--- config.mk ---
export PLATFORM = sky130hd
export DESIGN_NAME = board_peripheral_bus_logic
export DESIGN_NICKNAME = d
export VERILOG_FILES = /design/src/board_bus_pkg.sv /design/src/board_peripheral_bus_logic.sv
export SDC_FILE = /design/constraint.sdc
export NUM_CORES = 1
export LEC_CHECK = 0
export BUFFER_PORTS_ARGS = -buffer_cell sky130_fd_sc_hd__buf_2
export CELL_PAD_IN_SITES_DETAIL_PLACEMENT = 0
export CELL_PAD_IN_SITES_GLOBAL_PLACEMENT = 1
export CORE_UTILIZATION = 29
export DETAILED_ROUTE_END_ITERATION = 8
export GPL_ROUTABILITY_DRIVEN = 0
export HOLD_SLACK_MARGIN = 0.12
export MAX_ROUTING_LAYER = met4
export PLACE_DENSITY = 0.79
export SYNTH_ARGS = -nofsm -noshare
export SYNTH_HDL_FRONTEND = slang
export SYNTH_SLANG_ARGS = --single-unit
--- constraint.sdc ---
create_clock -name clock -period 1.6 [get_ports clock]
set_input_delay 0.16 -clock clock [delete_from_list [all_inputs] [get_ports clock]]
set_output_delay 0.16 -clock clock [all_outputs]
set_load 0.01 [all_outputs]
--- src/board_bus_pkg.sv ---
// Purpose: shared constants and the latch module of the board peripheral bus logic
// Assumes: one 40 MHz clock, synchronous active-high reset
// Notes:   address windows are picked on the upper sixteen address bits
`timescale 1ns/1ps
`default_nettype none

package board_bus_pkg;
	// ************************************************************
	// address windows, upper half of the bus address
	// ************************************************************
	localparam int          ADDR_W        = 32;
	localparam int          WIN_LSB       = 16;
	localparam logic [15:0] WIN_HEX_LEFT  = 16'hCE84;
	localparam logic [15:0] WIN_HEX_RIGHT = 16'hCE85;
	localparam logic [15:0] WIN_BUZZER    = 16'hCE86;
	localparam logic [15:0] WIN_NVRAM     = 16'hCE87;
	localparam logic [15:0] WIN_ROTARY    = 16'hCE88;
	localparam logic [15:0] WIN_BATTERY   = 16'hCE89;

	// ************************************************************
	// field layout and reset values
	// ************************************************************
	localparam int          HEX_W          = 8;
	localparam int          ROTARY_W       = 4;
	localparam int          BATT_W         = 8;
	localparam int          NARROW_W       = 8;
	localparam int          BAT_PRESENT    = 0;
	localparam int          BAT_CHARGED    = 1;
	localparam int          BAT_DISCHARGED = 2;
	localparam int          BAT_ENABLE     = 3;
	localparam int          BUZZER_BIT     = 0;
	localparam logic        BAT_ENABLE_RST = 1'b0;
	localparam logic        BUZZER_RST     = 1'b0;
	localparam logic [7:0]  HEX_RST        = 8'h00;
	localparam logic [3:0]  BAT_RESERVED   = 4'h0;

	// ************************************************************
	// bus answer state
	// ************************************************************
	typedef enum logic [1:0] {
		ST_IDLE   = 2'b00,
		ST_ANSWER = 2'b01
	} bus_state_t;
endpackage

// ************************************************************
// latch that holds until the next write or reset; its q is read back on the bus
// ************************************************************
module hold_reg #(
	parameter int            WIDTH = 8,
	parameter logic [WIDTH-1:0] RST_VAL = '0
) (
	input  wire logic             clock,
	input  wire logic             sys_rst,
	input  wire logic             load,
	input  wire logic [WIDTH-1:0] din,
	output var  logic [WIDTH-1:0] q
);
	logic [WIDTH-1:0] q_nxt;

	always_comb begin
		q_nxt = q;
		if (sys_rst) begin
			q_nxt = RST_VAL;
		end else if (load) begin
			q_nxt = din;
		end
	end

	always_ff @(posedge clock) begin
		q <= q_nxt;
	end
endmodule // hold_reg

`default_nettype wire

--- src/board_peripheral_bus_logic.sv ---
// Purpose: board logic on the processor peripheral bus: decode, latches, status, resets
// Assumes: bus inputs synchronous to clock; sys_rst follows the primary bus reset
// Notes:   reads answer one cycle after the select; nvram data is not driven here
`default_nettype none
`timescale 1ns/1ps

module board_peripheral_bus_logic #(
	parameter int DATA_W = 16
) (
	input  wire logic              clock,
	input  wire logic              sys_rst,
	input  wire logic              primary_bus_reset_n,
	input  wire logic              bus_wide,
	input  wire logic              pb_sel,
	input  wire logic              pb_write,
	input  wire logic [31:0]       pb_addr,
	input  wire logic [DATA_W-1:0] pb_wdata,
	output var  logic [DATA_W-1:0] pb_rdata,
	output var  logic              pb_rdata_oe,
	output var  logic              nvram_sel,
	output var  logic [7:0]        hex_left,
	output var  logic [7:0]        hex_right,
	output var  logic              buzzer_on,
	input  wire logic [3:0]        rotary_pos,
	input  wire logic              batt_present,
	input  wire logic              batt_charged,
	input  wire logic              batt_discharged,
	output var  logic              battery_enable,
	input  wire logic              mem_cke_cpu,
	output var  logic              memory_clock_enable,
	output var  logic              board_reset_n,
	input  wire logic              debug_system_reset_n_in,
	output var  logic              debug_system_reset_n_out,
	output var  logic              debug_system_reset_n_oe
);
	// ************************************************************
	// window decode
	// ************************************************************
	function automatic logic win_hit(input logic [31:0] addr, input logic [15:0] win);
		win_hit = (addr[board_bus_pkg::ADDR_W-1:board_bus_pkg::WIN_LSB] == win);
	endfunction

	board_bus_pkg::bus_state_t st_r;
	board_bus_pkg::bus_state_t st_nxt;
	logic              take;
	logic              wr_left;
	logic              wr_right;
	logic              wr_buzzer;
	logic              wr_battery;
	logic [7:0]        batt_view;
	logic [DATA_W-1:0] wdata_eff;
	logic [DATA_W-1:0] rdata_r;
	logic [DATA_W-1:0] rdata_nxt;
	logic              oe_r;
	logic              oe_nxt;
	logic              nvram_r;
	logic              nvram_nxt;
	logic              buzzer_r;
	logic              buzzer_nxt;
	logic              bat_en_r;
	logic              bat_en_nxt;

	// one request per two cycles; a select during the answer is ignored
	assign take       = pb_sel && (st_r == board_bus_pkg::ST_IDLE);
	assign wr_left    = take && pb_write && win_hit(pb_addr, board_bus_pkg::WIN_HEX_LEFT);
	assign wr_right   = take && pb_write && win_hit(pb_addr, board_bus_pkg::WIN_HEX_RIGHT);
	assign wr_buzzer  = take && pb_write && win_hit(pb_addr, board_bus_pkg::WIN_BUZZER);
	assign wr_battery = take && pb_write && win_hit(pb_addr, board_bus_pkg::WIN_BATTERY);

	// narrow mode ignores the upper byte lane
	always_comb begin
		wdata_eff = pb_wdata;
		if (!bus_wide) begin
			wdata_eff = {{(DATA_W-board_bus_pkg::NARROW_W){1'b0}},
				pb_wdata[board_bus_pkg::NARROW_W-1:0]};
		end
	end

	assign batt_view = {board_bus_pkg::BAT_RESERVED, bat_en_r, batt_discharged,
		batt_charged, batt_present};

	// ************************************************************
	// display latches
	// ************************************************************
	// latches hold until written
	// left latch loads on its own window only
	hold_reg #(
		.WIDTH   (board_bus_pkg::HEX_W),
		.RST_VAL (board_bus_pkg::HEX_RST)
	) u_hex_left (
		.clock   (clock),
		.sys_rst (sys_rst),
		.load    (wr_left),
		.din     (wdata_eff[board_bus_pkg::HEX_W-1:0]),
		.q       (hex_left)
	);

	// right latch loads on its own window only
	hold_reg #(
		.WIDTH   (board_bus_pkg::HEX_W),
		.RST_VAL (board_bus_pkg::HEX_RST)
	) u_hex_right (
		.clock   (clock),
		.sys_rst (sys_rst),
		.load    (wr_right),
		.din     (wdata_eff[board_bus_pkg::HEX_W-1:0]),
		.q       (hex_right)
	);

	// ************************************************************
	// bus answer, buzzer, battery enable, nvram select
	// ************************************************************
	always_comb begin
		st_nxt     = board_bus_pkg::ST_IDLE;
		rdata_nxt  = '0;
		oe_nxt     = 1'b0;
		nvram_nxt  = 1'b0;
		buzzer_nxt = buzzer_r;
		bat_en_nxt = bat_en_r;
		if (sys_rst) begin
			// every register back to its reset value
			buzzer_nxt = board_bus_pkg::BUZZER_RST;
			bat_en_nxt = board_bus_pkg::BAT_ENABLE_RST;
		end else begin
			case (st_r)
				board_bus_pkg::ST_IDLE: begin
					if (take) begin
						st_nxt = board_bus_pkg::ST_ANSWER;
						// nvram select for the whole window
						nvram_nxt = win_hit(pb_addr, board_bus_pkg::WIN_NVRAM);
					end
					if (wr_buzzer) begin
						buzzer_nxt = wdata_eff[board_bus_pkg::BUZZER_BIT];
					end
					// only the enable bit is writable
					if (wr_battery) begin
						bat_en_nxt = wdata_eff[board_bus_pkg::BAT_ENABLE];
					end
					if (take && !pb_write) begin
						oe_nxt = 1'b1;
						if (win_hit(pb_addr, board_bus_pkg::WIN_BATTERY)) begin
							rdata_nxt[board_bus_pkg::BATT_W-1:0] = batt_view;
						end else if (win_hit(pb_addr, board_bus_pkg::WIN_ROTARY)) begin
							rdata_nxt[board_bus_pkg::ROTARY_W-1:0] = rotary_pos;
						end else if (win_hit(pb_addr, board_bus_pkg::WIN_HEX_LEFT)) begin
							rdata_nxt[board_bus_pkg::HEX_W-1:0] = hex_left;
						end else if (win_hit(pb_addr, board_bus_pkg::WIN_HEX_RIGHT)) begin
							rdata_nxt[board_bus_pkg::HEX_W-1:0] = hex_right;
						end else if (win_hit(pb_addr, board_bus_pkg::WIN_BUZZER)) begin
							rdata_nxt[board_bus_pkg::BUZZER_BIT] = buzzer_r;
						end else begin
							// nvram and unknown windows: leave the lane to others
							oe_nxt = 1'b0;
						end
					end
				end
				board_bus_pkg::ST_ANSWER: begin
					st_nxt = board_bus_pkg::ST_IDLE;
				end
				default: begin
					st_nxt = board_bus_pkg::ST_IDLE;
				end
			endcase
		end
	end

	always_ff @(posedge clock) begin
		st_r     <= st_nxt;
		rdata_r  <= rdata_nxt;
		oe_r     <= oe_nxt;
		nvram_r  <= nvram_nxt;
		buzzer_r <= buzzer_nxt;
		bat_en_r <= bat_en_nxt;
	end

	assign pb_rdata       = rdata_r;
	assign pb_rdata_oe    = oe_r;
	assign nvram_sel      = nvram_r;
	assign buzzer_on      = buzzer_r;
	assign battery_enable = bat_en_r;

	// ************************************************************
	// resets and memory clock enable hold
	// ************************************************************
	logic hold_r;
	logic hold_nxt;
	logic cke_r;
	logic cke_nxt;
	logic brst_n_r;
	logic brst_n_nxt;
	logic dbg_oe_r;
	logic dbg_oe_nxt;

	always_comb begin
		// latch the low enable while the bus reset is active
		hold_nxt = !primary_bus_reset_n && (hold_r || !mem_cke_cpu);
		// inactive bus reset releases the hold
		cke_nxt  = mem_cke_cpu && !hold_nxt;
		// board drives the debug reset only from its own reset source
		// never from the debug pin, so the pin cannot latch itself low
		dbg_oe_nxt = !primary_bus_reset_n;
		// debugger low forces the same board reset as power-up
		brst_n_nxt = primary_bus_reset_n && debug_system_reset_n_in;
		if (sys_rst) begin
			brst_n_nxt = 1'b0;
		end
	end

	// the hold must outlive the reset itself, so sys_rst does not clear it
	always_ff @(posedge clock) begin
		hold_r   <= hold_nxt;
		cke_r    <= cke_nxt;
		brst_n_r <= brst_n_nxt;
		dbg_oe_r <= dbg_oe_nxt;
		debug_system_reset_n_out <= 1'b0;
	end

	assign memory_clock_enable     = cke_r;
	assign board_reset_n           = brst_n_r;
	assign debug_system_reset_n_oe = dbg_oe_r;
endmodule // board_peripheral_bus_logic

`default_nettype wire

==> run_results.csv <==
group,metric,value,unit
finish,drive_above_1_share,38.89,%
power,switchingPower,0.3755,mW
finish,syn_to_final_growth,35.84,%
place,place_ws,-0.09308,ns
critical_path,required,1.76,ns
sta,setup_slack,0.1933,ns
critical_path,worstSetupPathType,"flip-flop to flip-flop",
floorplan,fp.dieH,75.85,um
place,port_buffers,68,
power,power_density,734.0,nW/um^2
outcome,outcome,"completed",
grt,grt_overflow,0,
yosys,yosys_warnings,0,
sta,rsz0062_at_grt,"no",
route,drtPass1Iterations,4,
route,routedWlPerCell,12.43,um
critical_path,r2r_start,"st_r[0]$_SDFF_PP0_",
critical_path,cp-end-kind,"flip-flop",
floorplan,rows,26,
route,wl,4004,um
sta,drv_slew,0,
critical_path,startpoint,"st_r[0]$_SDFF_PP0_",
power,internal_power,1.201,mW
route,via_count,1448,
power,leakagePower,1.013,nW
sta,skew,0.004359,ns
route,vias_per_cell,4.497,
route,remaining_drc_errors,0,
critical_path,cp_top_family,"simple AND/OR/NAND/NOR gates",
floorplan,io-pin-count,103,
floorplan,dieArea,5752,sq um
critical_path,worstPathBufferInverterCount,0,
clock_tree,numCtsBuffers,5,
grt,grt_max_degree,28,
min_path,hold_path.class,"input port to flip-flop",
sta,max_freq,710.9,MHz
sta,worst_hold_slack,0.1438,ns
clock_tree,clkSinkCount,33,
critical_path,r2r_end,"u_hex_right.q[6]$_SDFFE_PP0P_",
floorplan,start_util,30.58,%
critical_path,crit_cells,4,
yosys,ys_seq_elements,33,
clock_tree,htreeDepth,2,
critical_path,r2r.worst_path.cells,4,
critical_path,worstPathCellList,"and4b_1 > nand2_1 > o21ai_1 > a21oi_1",
sta,fin_crit_sh,87.92,%
sta,finalSetupViolCount,0,
yosys,synth.distinct_cells,34,
yosys,avgSynthCellArea,9.358,sq um
critical_path,startpoint_type,"flip-flop",
clock_tree,clockRootBuffer,"clkbuf_8",
route,ant_nets,0,
yosys,synth_top_area_share,41.77,%
clock_tree,clkLatencyLatePin,0.28,ns
clock_tree,clkTransAtPathRegs,0.07,ns
yosys,synth_area_leader_cell,"dfxtp_1",
yosys,synth_area_leaders,"dfxtp_1 42%, mux2i_1 12%, nand2b_1 6.7%",
power,clkPwrFrac,36.2,%
finish,antennaDiodeCount,0,
grt,grt_first_pass_wirelength,6113,um
grt,grt_usage,15.21,%
yosys,synth.yosys.seq_area_share,41.77,%
finish,nets,316,
floorplan,core_area,5172,sq um
finish,fillCellCount,531,
flow_run,drv_cap,0,
place,dp_hpwl,3013,um
yosys,synth_area,1582,sq um
clock_tree,cts_tree,"done",
route,dr.first_iter.drc_count,44,
power,p_sw_share,23.81,%
critical_path,cp_slowest_stage_delay,0.40,ns
critical_path,path_max_fanout,8,
critical_path,ff2ff_setup_slack,0.19,ns
critical_path,cpMaxStageDelayCell,"and4b_1",
power,pwr-share-seq,52.7,%
grt,grt_antenna_before_repair,0,
sta,post-route-min-period,1.407,ns
power,p_comb_share,11.1,%
clock_tree,cts_buffer_depth,2,
power,p_total,1.577,mW
sta,hold_viol,0,
grt,grt_pass1_vias,1352,
yosys,syn-instance-count,169,
power,ir_drop,316.2,uV
critical_path,endpoint,"u_hex_right.q[6]$_SDFFE_PP0P_",
critical_path,cp.arrival,1.57,ns
floorplan,die_w,75.85,um
cells by family after synthesis:
group           share of synthesized area [%]
simple gates                            26.74
flops                                   41.77
compound gates                          11.23
buf+inv                                 7.990
mux                                     12.03
other cells                            0.2371
registers in the layout (all words and copies together) (netlist names):
name and count:
board_reset_n 1, pb_rdata_oe 1, nvram_sel 1, st_r 1, pb_rdata 8, u_hex_right.q 8
buzzer_on 1, debug_system_reset_n_oe 1, memory_clock_enable 1, hold_r 1, u_hex_left.q 8, battery_enable 1
power groups by stage:
stage	Sequential, mW	Combinational, mW	Clock [mW]
floorplan	0.851	0.102	0
global placement	0.849	0.165	0
detailed placement	0.849	0.168	0
CTS	0.831	0.175	0.596
global route	0.831	0.193	0.635
finish	0.831	0.175	0.571
what timing repair did:
item / in CTS / in global routing
setup buffers: 0 / 0
gates resized for setup: 0 / 1
setup endpoints to repair: 0 / 1
hold buffers: 4 / 0
endpoints found under the hold margin: 5 / 0
stage by stage:
step | setup TNS [ns] | utilization (%) | cell area [sq um] | instances
floorplan | 0 | - | 1612 | 177
finish | 0 | 41.53 | 2148 | 322
global route | 0 | 41.53 | 2148 | 322
CTS | 0 | 41.44 | 2143 | 322
global placement | -0.8066 | 39.24 | 2029 | 312
detailed placement | -1.060 | 39.24 | 2029 | 312
synth_stat cells:
| cell type | number |
|---|---|
| dfxtp_1 | 33 |
| o311a_1 | 1 |
| nand4bb_1 | 1 |
| nor3_2 | 1 |
| nand2b_1 | 17 |
| o21bai_1 | 1 |
| a31o_2 | 1 |
| buf_6 | 2 |
| buf_2 | 2 |
| and2_1 | 1 |
| and4b_1 | 1 |
| nand3_1 | 10 |
| nor2b_1 | 4 |
| nor4_4 | 1 |
| nand2_1 | 5 |
| buf_4 | 9 |
| conb_1 | 1 |
| o21ai_1 | 9 |
| nor3b_1 | 3 |
| clkbuf_1 | 4 |
| nor4_2 | 1 |
| nor2_1 | 11 |
| mux2i_1 | 19 |
| or3_1 | 1 |
| nand2_2 | 1 |
| nand4_1 | 3 |
| a21oi_1 | 13 |
| or4b_4 | 1 |
| or3b_2 | 2 |
| a221oi_2 | 1 |
| o22a_1 | 3 |
| inv_1 | 3 |
| nand4b_1 | 2 |
| nand3b_1 | 1 |
layout by cell type, fill, tap and decap left out:
cell type      Yosys  layout
and4b_1            1       1
a21oi_1           13      13
a221oi_2           1       1
o21ai_1            9       9
nand4bb_1          1       1
nand3_1           10      10
clkinv_2           0       1
mux2i_1           19      19
nand4_1            3       3
nor2b_1            4       4
or3_1              1       1
nor4_4             1       1
or4b_4             1       1
nor3_2             1       1
o22a_1             3       3
nor3b_1            3       2
buf_2              2      68
buf_4              9      14
nand3b_1           1       1
dfxtp_1           33      33
conb_1             1       9
nand4b_1           2       2
o311a_1            1       1
nand2b_1          17      17
clkbuf_8           0       5
or3b_2             2       2
nor2_1            11      11
inv_1              3       3
o21bai_1           1       1
a31o_2             1       1
nand2_2            1       1
dlygate4sd3_1      0       4
nor4_2             1       1
nand2_1            5       5
and2_1             1       1
nor3b_2            0       1
layout make-up:
cell class,count,area (sq um),area share (%)
clock buffers,5,68.82,3.203
clock inverters,1,5.005,0.2330
inverters,3,11.26,0.5242
multi-input cells,124,829.5,38.61
flip-flops and latches,33,660.6,30.75
well taps,70,87.58,4.077
repair buffers,86,485.5,22.60
per-layer routing:
| metal | global-route usage (%) | vias up | wire length [um] |
|---|---|---|---|
| met5 | - | - | 0 |
| met4 | 5.967 | 0 | 59 |
| met3 | 4.630 | 6 | 265 |
| met2 | 24.19 | 55 | 1865 |
| met1 | 17.90 | 646 | 1813 |
| li1 | - | 741 | - |
worst min-delay path by stage:
stage	endpoint	cells past startpoint	start
2_1_floorplan	debug_system_reset_n_oe$_DFF_P_	1	primary_bus_reset_n
3_5_place_dp	debug_system_reset_n_oe$_DFF_P_	2	primary_bus_reset_n
4_1_cts	u_hex_right.q[4]$_SDFFE_PP0P_	3	pb_wdata[4]
6_report	u_hex_left.q[2]$_SDFFE_PP0P_	3	pb_wdata[2]
5_1_grt	u_hex_right.q[7]$_SDFFE_PP0P_	3	pb_wdata[7]
3_3_place_gp	debug_system_reset_n_oe$_DFF_P_	2	primary_bus_reset_n
tightest hold or removal path: stages:
cell and delay [ns]:
buf_2 0.11, nand2b_1 0.06, mux2i_1 0.05
(Power assumes the default switching activity.)
